**src/rtl/clkmon_defines.vh**
```
// Purpose: constants for the clock accuracy monitor
// Assumes: one system clock, sources arrive as synchronous levels
// Notes: selector encodings follow the order of the source list
`ifndef CLKMON_DEFINES_VH
`define CLKMON_DEFINES_VH
`define CLKMON_CNT_W        16
`define CLKMON_SRC_W        3
`define CLKMON_SRC_MAIN     3'h0
`define CLKMON_SRC_SUB      3'h1
`define CLKMON_SRC_HIGH     3'h2
`define CLKMON_SRC_MID      3'h3
`define CLKMON_SRC_LOW      3'h4
`define CLKMON_SRC_PBCLK    3'h5
`define CLKMON_SRC_WDOSC    3'h6
`define CLKMON_SRC_EXTPIN   3'h7
`define CLKMON_RDIV_32      2'h0
`define CLKMON_RDIV_128     2'h1
`define CLKMON_RDIV_1024    2'h2
`define CLKMON_RDIV_8192    2'h3
`define CLKMON_MDIV_1       2'h0
`define CLKMON_MDIV_4       2'h1
`define CLKMON_MDIV_8       2'h2
`define CLKMON_MDIV_32      2'h3
`define CLKMON_FLT_OFF      2'h0
`define CLKMON_FLT_1        2'h1
`define CLKMON_FLT_4        2'h2
`define CLKMON_FLT_16       2'h3
`define CLKMON_EDGE_RISE    2'h0
`define CLKMON_EDGE_FALL    2'h1
`define CLKMON_EDGE_BOTH    2'h2
`define CLKMON_FLT_MATCH    2'h3
`endif

```
**src/rtl/clkmon_top.v**
```verilog
// Purpose: clock frequency accuracy monitor
// Assumes: all source clocks are sampled levels synchronous to CLK
// Notes: events are one-cycle pulses; count buffer holds the last window
`timescale 1ns/1ps
`include "clkmon_defines.vh"

module clkmon_top (
  // clock and reset
  input  wire        CLK,
  input  wire        NRST,
  // clock sources as levels
  input  wire        MAIN_OSC,
  input  wire        SUB_CLOCK,
  input  wire        HIGH_OSC,
  input  wire        MID_OSC,
  input  wire        LOW_OSC,
  input  wire        PERIPHERAL_BUS_CLOCK_B,
  input  wire        WATCHDOG_DEDICATED_OSC,
  input  wire        EXT_REF_CLOCK_PIN,
  // configuration
  input  wire        MEAS_EN,
  input  wire [2:0]  REF_SRC,
  input  wire [1:0]  REF_DIV,
  input  wire [1:0]  REF_FILTER,
  input  wire [1:0]  REF_EDGE,
  input  wire [2:0]  MEAS_SRC,
  input  wire [1:0]  MEAS_DIV,
  input  wire [15:0] UPPER_LIMIT,
  input  wire [15:0] LOWER_LIMIT,
  // results and events
  output wire [15:0] PULSE_COUNT_BUFFER,
  output wire        FREQ_ERROR,
  output wire        MEAS_END,
  output wire        COUNT_OVERFLOW
);

  // internal state and selected levels
  wire [7:0]  src_vec;         // all sources in selector order
  reg         ref_raw;         // selected reference level
  reg         meas_raw;        // selected measured level
  reg         meas_prev_q;     // measured level last cycle
  reg  [4:0]  meas_pre_q;      // measured prescaler
  reg  [12:0] ref_pre_q;       // reference prescaler
  reg  [3:0]  flt_div_q;       // filter sample-rate divider
  reg  [2:0]  flt_sh_q;        // filter sample history
  reg         flt_q;           // filtered pin level
  reg         ref_lvl_prev_q;  // reference level last cycle
  reg         ref_div_q;       // divided reference level
  reg         ref_div_prev_q;  // divided reference last cycle
  reg  [15:0] cnt_q;           // running pulse count
  reg  [15:0] buf_q;           // captured count
  reg         ferr_q;          // error pulse
  reg         mend_q;          // end pulse
  reg         ovf_q;           // overflow pulse
  // bit index equals the source selector code
  assign src_vec = {EXT_REF_CLOCK_PIN, WATCHDOG_DEDICATED_OSC, PERIPHERAL_BUS_CLOCK_B,
                    LOW_OSC, MID_OSC, HIGH_OSC, SUB_CLOCK, MAIN_OSC};

  // source selection for both clocks
  always @* begin
    ref_raw  = src_vec[REF_SRC];
    meas_raw = src_vec[MEAS_SRC];
  end

  // measured rising edge and its prescaled tick
  // prescaler counts from enable, so the first tick needs N rises
  wire meas_rise = meas_raw & ~meas_prev_q;
  reg  meas_tick;
  always @* begin
    case (MEAS_DIV)
      `CLKMON_MDIV_1: meas_tick = meas_rise;
      `CLKMON_MDIV_4: meas_tick = meas_rise & (meas_pre_q[1:0] == 2'h3);
      `CLKMON_MDIV_8: meas_tick = meas_rise & (meas_pre_q[2:0] == 3'h7);
      default:        meas_tick = meas_rise & (meas_pre_q == 5'h1F);
    endcase
  end

  // filter sample strobe every CLK cycle, /4 or /16
  // divider runs free, strobe phase does not follow enable
  reg flt_stb;
  always @* begin
    case (REF_FILTER)
      `CLKMON_FLT_1: flt_stb = 1'b1;
      `CLKMON_FLT_4: flt_stb = (flt_div_q[1:0] == 2'h3);
      default:       flt_stb = (flt_div_q == 4'hF);
    endcase
  end

  // reference level: filter only applies to the pin
  // a filtered pin lags the raw pin by about three samples
  wire use_flt = (REF_SRC == `CLKMON_SRC_EXTPIN) && (REF_FILTER != `CLKMON_FLT_OFF);
  wire ref_lvl = use_flt ? flt_q : ref_raw;

  // reference prescaler terminal values
  reg ref_wrap;
  wire ref_rise = ref_lvl & ~ref_lvl_prev_q;
  always @* begin
    case (REF_DIV)
      `CLKMON_RDIV_32:   ref_wrap = (ref_pre_q[3:0] == 4'hF);
      `CLKMON_RDIV_128:  ref_wrap = (ref_pre_q[5:0] == 6'h3F);
      `CLKMON_RDIV_1024: ref_wrap = (ref_pre_q[8:0] == 9'h1FF);
      default:           ref_wrap = (ref_pre_q[11:0] == 12'hFFF);
    endcase
  end

  // edge detect on the divided reference
  // code 3 selects no edges, so the window never opens
  reg ref_edge;
  always @* begin
    case (REF_EDGE)
      `CLKMON_EDGE_RISE: ref_edge = ref_div_q & ~ref_div_prev_q;
      `CLKMON_EDGE_FALL: ref_edge = ~ref_div_q & ref_div_prev_q;
      `CLKMON_EDGE_BOTH: ref_edge = ref_div_q ^ ref_div_prev_q;
      default:           ref_edge = 1'b0;
    endcase
  end

  // first valid edge only opens the window
  // later edges close one window and open the next
  reg armed_q;
  wire cap = MEAS_EN & armed_q & ref_edge;

  // prescalers, filter and edge history
  always @(posedge CLK or negedge NRST) begin
    if (!NRST) begin
      meas_prev_q    <= 1'b0;
      meas_pre_q     <= 5'h00;
      ref_pre_q      <= 13'h0000;
      flt_div_q      <= 4'h0;
      flt_sh_q       <= 3'h0;
      flt_q          <= 1'b0;
      ref_lvl_prev_q <= 1'b0;
      ref_div_q      <= 1'b0;
      ref_div_prev_q <= 1'b0;
    end else begin
      meas_prev_q    <= meas_raw;
      ref_lvl_prev_q <= ref_lvl;
      ref_div_prev_q <= ref_div_q;
      flt_div_q      <= flt_div_q + 4'h1;
      if (!MEAS_EN) begin
        // idle: hold dividers cleared
        meas_pre_q <= 5'h00;
        ref_pre_q  <= 13'h0000;
        ref_div_q  <= 1'b0;
      end else begin
        if (meas_rise)
          meas_pre_q <= meas_pre_q + 5'h01;
        if (ref_rise) begin
          // toggle at half period gives divide by N
          if (ref_wrap) begin
            ref_pre_q <= 13'h0000;
            ref_div_q <= ~ref_div_q;
          end else begin
            ref_pre_q <= ref_pre_q + 13'h0001;
          end
        end
      end
      // filter: accept level after three equal samples
      if (flt_stb) begin
        flt_sh_q <= {flt_sh_q[1:0], EXT_REF_CLOCK_PIN};
        if (flt_sh_q == 3'h7)
          flt_q <= 1'b1;
        else if (flt_sh_q == 3'h0)
          flt_q <= 1'b0;
      end
    end
  end

  // window counter, capture, limit check and events
  // a tick that lands in the capture cycle is dropped, not carried
  always @(posedge CLK or negedge NRST) begin
    if (!NRST) begin
      armed_q <= 1'b0;
      cnt_q   <= 16'h0000;
      buf_q   <= 16'h0000;
      ferr_q  <= 1'b0;
      mend_q  <= 1'b0;
      ovf_q   <= 1'b0;
    end else begin
      ferr_q <= 1'b0;
      mend_q <= 1'b0;
      ovf_q  <= 1'b0;
      if (!MEAS_EN) begin
        // measurement stopped; buffer keeps last result
        armed_q <= 1'b0;
        cnt_q   <= 16'h0000;
      end else if (ref_edge) begin
        armed_q <= 1'b1;
        cnt_q   <= 16'h0000;
        if (cap) begin
          buf_q  <= cnt_q;
          mend_q <= 1'b1;
          ferr_q <= (cnt_q > UPPER_LIMIT) | (cnt_q < LOWER_LIMIT);
        end
      end else if (armed_q && meas_tick) begin
        cnt_q <= cnt_q + 16'h0001;
        if (cnt_q == 16'hFFFF)
          ovf_q <= 1'b1;
      end
    end
  end

  // results straight from flip-flops
  assign PULSE_COUNT_BUFFER = buf_q;
  assign FREQ_ERROR         = ferr_q;
  assign MEAS_END           = mend_q;
  assign COUNT_OVERFLOW     = ovf_q;

endmodule // clkmon_top
```
**config.mk**
```make
export PLATFORM = sky130hd
export DESIGN_NAME = clkmon_top
export DESIGN_NICKNAME = d
export VERILOG_FILES = /design/src/rtl/clkmon_top.v
export VERILOG_INCLUDE_DIRS = /design/src /design/src/rtl
export SDC_FILE = /design/constraint.sdc
export NUM_CORES = 1
export LEC_CHECK = 0
export ABC_AREA = 1
export ABC_CLOCK_PERIOD_IN_PS = 3000
export BUFFER_PORTS_ARGS = -buffer_cell sky130_fd_sc_hd__buf_2
export CAP_MARGIN = 40
export CORE_MARGIN = 5
export CORE_UTILIZATION = 62
export CTS_CLUSTER_SIZE = 24
export DETAILED_ROUTE_END_ITERATION = 6
export MAX_ROUTING_LAYER = met4
export PLACE_DENSITY = 0.87
export SYNTH_ARGS = -nofsm -noshare
export SYNTH_HDL_FRONTEND = slang
export SYNTH_SLANG_ARGS = --single-unit
```
**constraint.sdc**
```tcl
create_clock -name CLK -period 3 [get_ports CLK]
set_input_delay 0.6 -clock CLK [delete_from_list [all_inputs] [get_ports CLK]]
set_output_delay 0.6 -clock CLK [all_outputs]
set_load 0.005 [all_outputs]
```
---- Word-level counts from Yosys, hierarchy flattened ----
Index checks and enable logic that the tools add are counted.
Widths: inputs -> output; s select.
word-level totals
  register bits after elaboration ......... 66
  bits in latches ......................... 0
  bits in writable memories ............... 0
  bits in read-only memories .............. 0
  input port bits ......................... 57
  output and inout bits ................... 19
  word-level logic and storage cells ...... 108
  memories kept ........................... 0
cells by class
  $add $sub $neg .......................... 4
  multipliers ............................. 0
  div/mod/pow operators ................... 0
  order comparisons ....................... 4
  eq/ne operators ......................... 25
  shifts and indexed selects .............. 0
  multiplexer cells ....................... 34
  bitwise logic cells ..................... 15
  reduce and logical (&&, ||, !) cells .... 11
operators by type and width
  kind                   count
  $mux 16                3
  $mux 13                3
  $mux 1                 20
  $add 16x1->16 const B  1
  $eq 16x16->1 const B   1
  $gt 16x16->1           1
  $lt 16x16->1           1
  $add 13x1->13 const B  1
  $eq 12x12->1 const B   1
  $eq 2x2->1 const B     6
  $mux 5                 2
  $and 1x1->1            9
  $eq 3x3->1 const B     3
  $eq 9x9->1 const B     1
  $pmux 1 s3             3
  $eq 2x1->1 const B     4
  $eq 4x4->1 const B     2
  $lt 3x4->1 const B     2
  $ne 2x1->1 const B     4
  $bmux 1 s3             2
  $eq 6x6->1 const B     1
  $logic_not 2->1        3
  $add 5x1->5 const B    1
  $eq 5x5->1 const B     1
  11 further kinds       17

---- Longest topological paths before layout ----
  word-level depth ........................ 9
  mapped depth ............................ 13
  depth with buffers taken out ............ 13

---- Least setup slack after synthesis ----
Ideal clock, no wire load.
  kind .................................... input to register
  from .................................... input MEAS_DIV[0]
  to ...................................... register cnt_q[10]
  library setup time ...................... 0.117 ns
  arrival ................................. 1.698 ns
  data required time ...................... 2.883 ns
  slack ................................... 1.185 ns
  stages .................................. 9
  path buffers ............................ 1
  cells stage by stage .................... inv_1 -> ha_1 -> nand3_1 -> o21ai_0 -> a21boi_1 -> nand2_4 -> buf_4 -> nand3_1 -> nand2_1
on the way
  cells in the longest elaborated chain, start to end .. 4
  elaborated cells on any way between the ends .. 6
  those cells by class .................... 3 x eq/ne; 1 x mux; 2 x reduce/logical
RTL lines
  what                                      RTL line          source
  from (decl)                               clkmon_top.v:27   input wire [1:0] MEAS_DIV,
  $eq 2x2->1, or another cell as far along  clkmon_top.v:70   case (MEAS_DIV)
  $pmux 1 s3 (*)                            clkmon_top.v:70
  $logic_and 1x1->1 (*)                     clkmon_top.v:195  end else if (armed_q && meas_tick) begin
  $ne 3x1->1 (no line) (*)                  n/a
  to (signal assigned)                      clkmon_top.v:196  cnt_q <= cnt_q + 16'h0001;
  to (decl)                                 clkmon_top.v:50   reg [15:0] cnt_q;
Every way passes the cells marked *; elsewhere a longest branch is shown, timed or not.
A chain may end at the register's enable or synchronous reset.

---- Final worst setup path ----
  from .................................... register ref_div_q
  to ...................................... register cnt_q[2]
on the way
  cells in the longest elaborated chain, start to end .. 5
  elaborated cells on any way between the ends .. 8
  those cells by class .................... 1 x eq/ne; 3 x mux; 4 x bitwise
RTL lines
  what                    RTL line          source
  from (decl)             clkmon_top.v:48   reg ref_div_q;
  from (signal assigned)  clkmon_top.v:152  ref_div_q <= ~ref_div_q;
  $not 1->1               clkmon_top.v:112  `CLKMON_EDGE_FALL: ref_edge = ~ref_div_q & ref_div_prev_q;
  $and 1x1->1             clkmon_top.v:112
  $pmux 1 s3 (*)          clkmon_top.v:110  case (REF_EDGE)
  $mux 16                 clkmon_top.v:187  end else if (ref_edge) begin
  $mux 16                 clkmon_top.v:183  if (!MEAS_EN) begin
Marks and branches as above.

==> results_dict.tcl <==
set metrics [dict create \
    routabilityCongestion 0.938 \
    ff2ff_path_depth 9 \
    place_area_um2 5030 \
    required_ns 3.28 \
    ys_seq_area_share_pct 35.6 \
    dp.final_hpwl_um 8190 \
    final_util_pct 72.5 \
    final_cell_mix "185 x nand2_1, 93 x inv_1, 75 x buf_2, 69 x nand3_1, 65 x dfrtp_1" \
    core_um2 7210 \
    die_area_um2 9190 \
    drtAntennaViolNets 0 \
    cts-root-buf "clkbuf_8" \
    synth.area.mux_share_pct 0 \
    cts_hold_buf 0 \
    syn2layout_area_growth_pct 14.5 \
    synth.distinct_cells 30 \
    fin_tns_setup_ns 0 \
    globalRouteOverflowTotal 0 \
    clk_pin_slew_worst_paths_ns 0.07 \
    worstSetupPathType "reg -> reg" \
    synth-simple-area-share_pct 33.6 \
    post_cts_resized 0 \
    finalNetCount 817 \
    die_w_um 95.9 \
    worst_slew_pin_slew_ns 0.474 \
    grt_usage_pct 26.4 \
    grt_pass1_vias 4253 \
    floorplan.rows 31 \
    crit_path_end_kind "register" \
    grt_pass1_wl_um 18800 \
    max-clock-path-buffers 2 \
    rsz0062_at_grt "no" \
    leakage_nw 2.99 \
    cts_tree "yes" \
    grt_max_degree 66 \
    ys_ff_latch 65 \
    post-route-period-util_pct 72.0 \
    die_y_um 95.9 \
    start_util_pct 63.3 \
    synth_top_family_by_area "simple AND/OR/NAND/NOR gates" \
    drt_iter0_drc 385 \
    power.density_nw_per_um2 410 \
    cap_violations 0 \
    finalHoldViolCount 0 \
    finalSetupViolations 0 \
    post_cts_buffers 0 \
    clkSinkCount 65 \
    syn_avg_cell_area_um2 7.15 \
    routedWlPerCell_um 13.3 \
    outcome "finished clean" \
    drive_gt1_share_pct 15.0 \
    diodes 0 \
    period_needed_ns 2.16 \
    antenna_found_initial 0 \
    drt-total-wl_um 10900 \
    worstSetupStartpointType "register" \
    io_pins 76 \
    cts_buffers 9 \
    firstDrtPassIters 6 \
    final_common_cell "nand2_1" \
    numPortBuffers 75 \
    synth.net_count 742 \
    pre_cts_ws_ns 0.743 \
    crit_path_max_fanout 12 \
    cp.arrival_ns 2.44 \
    synthAdderAreaFrac_pct 12.6 \
    drt-vias-per-instance 5.42 \
    syn_area_um2 4570 \
    slew_violations 0 \
    cts_max_level 3 \
    synth_compound_area_share_pct 5.91 \
    routed-via-count 4431 \
    holdWs_ns 0.251 \
    ys.warnings.count 0 \
    hold_path.class "in -> async" \
    fin_skew_ns 0.00804 \
    clock_latency_ns 0.35 \
    design_area_um2 5230 \
    worst_slack_ns 0.840 \
    drc 0 \
    relSlewSlack_pct 68.3 \
    max_freq_mhz 463 \
    syn_inst 639 \
    synth_xor_xnor_area_share_pct 2.68 \
    ir_drop_mv 0.304 \
]
cells by family (layout without fill, tap and decap cells):
| logic type | count (synthesis) | in the layout |
|---|---|---|
| buffers and inverters | 109 | 189 |
| xor gates and xnor gates | 14 | 14 |
| DFF | 65 | 65 |
| adders and majority gates | 46 | 46 |
| AOI/OAI and AO/OA | 52 | 52 |
| and+or+nand+nor | 353 | 353 |
where the power goes:
part           internal, mW  switching (mW)  leakage (nW)
logic                 0.132           0.226          2.00
clock network         0.468           0.331         0.102
registers             0.933          0.0519         0.883
total                  1.53           0.609          2.99
registers in the layout, indices dropped and copies added, names as in the netlist:
signal              flops
meas_pre_q              5
flt_q                   1
armed_q                 1
MEAS_END                1
COUNT_OVERFLOW          1
ref_lvl_prev_q          1
PULSE_COUNT_BUFFER     16
cnt_q                  16
ref_div_prev_q          1
meas_prev_q             1
ref_pre_q              12
FREQ_ERROR              1
ref_div_q               1
flt_sh_q                3
flt_div_q               4
routing by layer:
layer | GRT usage [%] | part of all wire, % | vias up
met4 | 8.18 | 2.0 | 0
met3 | 5.79 | 7.3 | 32
met2 | 42.5 | 49 | 166
met1 | 33.5 | 42 | 2042
met5 | - | 0 | -
li1 | - | - | 2191
synth_stat cells:
cell type  count  share of area (%)
nand2_1      185                 15
inv_1         93                7.6
nand3_1       69                7.6
dfrtp_1       65                 36
nor2_1        53                4.4
ha_1          46                 13
o21ai_0       27                3.0
a21oi_1       20                2.2
nor3_1        15                1.6
xor2_1        10                1.9
nand4_1        9                1.2
clkbuf_1       6               0.49
buf_2          5               0.55
nor2_2         5               0.68
nor4_1         4               0.55
xnor2_1        4               0.77
nand3_2        3               0.66
buf_4          2               0.33
buf_6          2               0.49
nand2_2        2               0.27
nand2_4        2               0.49
nor3_2         2               0.44
o211ai_1       2               0.33
or2_2          2               0.27
a21boi_1       1               0.16
and3_1         1               0.14
inv_2          1              0.082
o21a_1         1               0.16
o21ai_1        1               0.11
or2_0          1               0.14
worst max-delay path: stages, from the launching register on:
cell	delay (ns)
dfrtp_1	0.44
inv_1	0.07
ha_1	0.28
nand2_1	0.05
o211ai_1	0.08
nand2_1	0.32
nor2_2	0.43
buf_4	0.26
nand3_1	0.10
nand2_1	0.08
layout make-up:
cell class                 instances  area (um2)
clock buffer                      13         139
clock inverter                     3        65.1
fill                             567        1980
inverter                          94         353
multi-input combinational        465        2500
sequential                        65        1630
tap                               99         124
timing repair buffer              79         418
per-stage QoR:
step / std cells / total power, mW
2_1_floorplan: 639 / 1.22
3_3_place_gp: 802 / 1.33
3_5_place_dp: 802 / 1.36
4_1_cts: 818 / 2.14
5_1_grt: 818 / 2.25
6_report: 818 / 2.14
final timing paths:
check	start	endpoint	slack (ns)
max in group asynchronous	NRST	meas_pre_q[2]	2.45
worst max register to register	ref_div_q	cnt_q[2]	0.84
worst min register to register	flt_div_q[0]	flt_div_q[0]	0.46
min in group CLK	flt_div_q[0]	flt_div_q[0]	0.46
worst min-delay path	NRST	ref_pre_q[7]	0.25
worst max-delay path	ref_div_q	cnt_q[2]	0.84
Power figures use the tool's default switching activity.
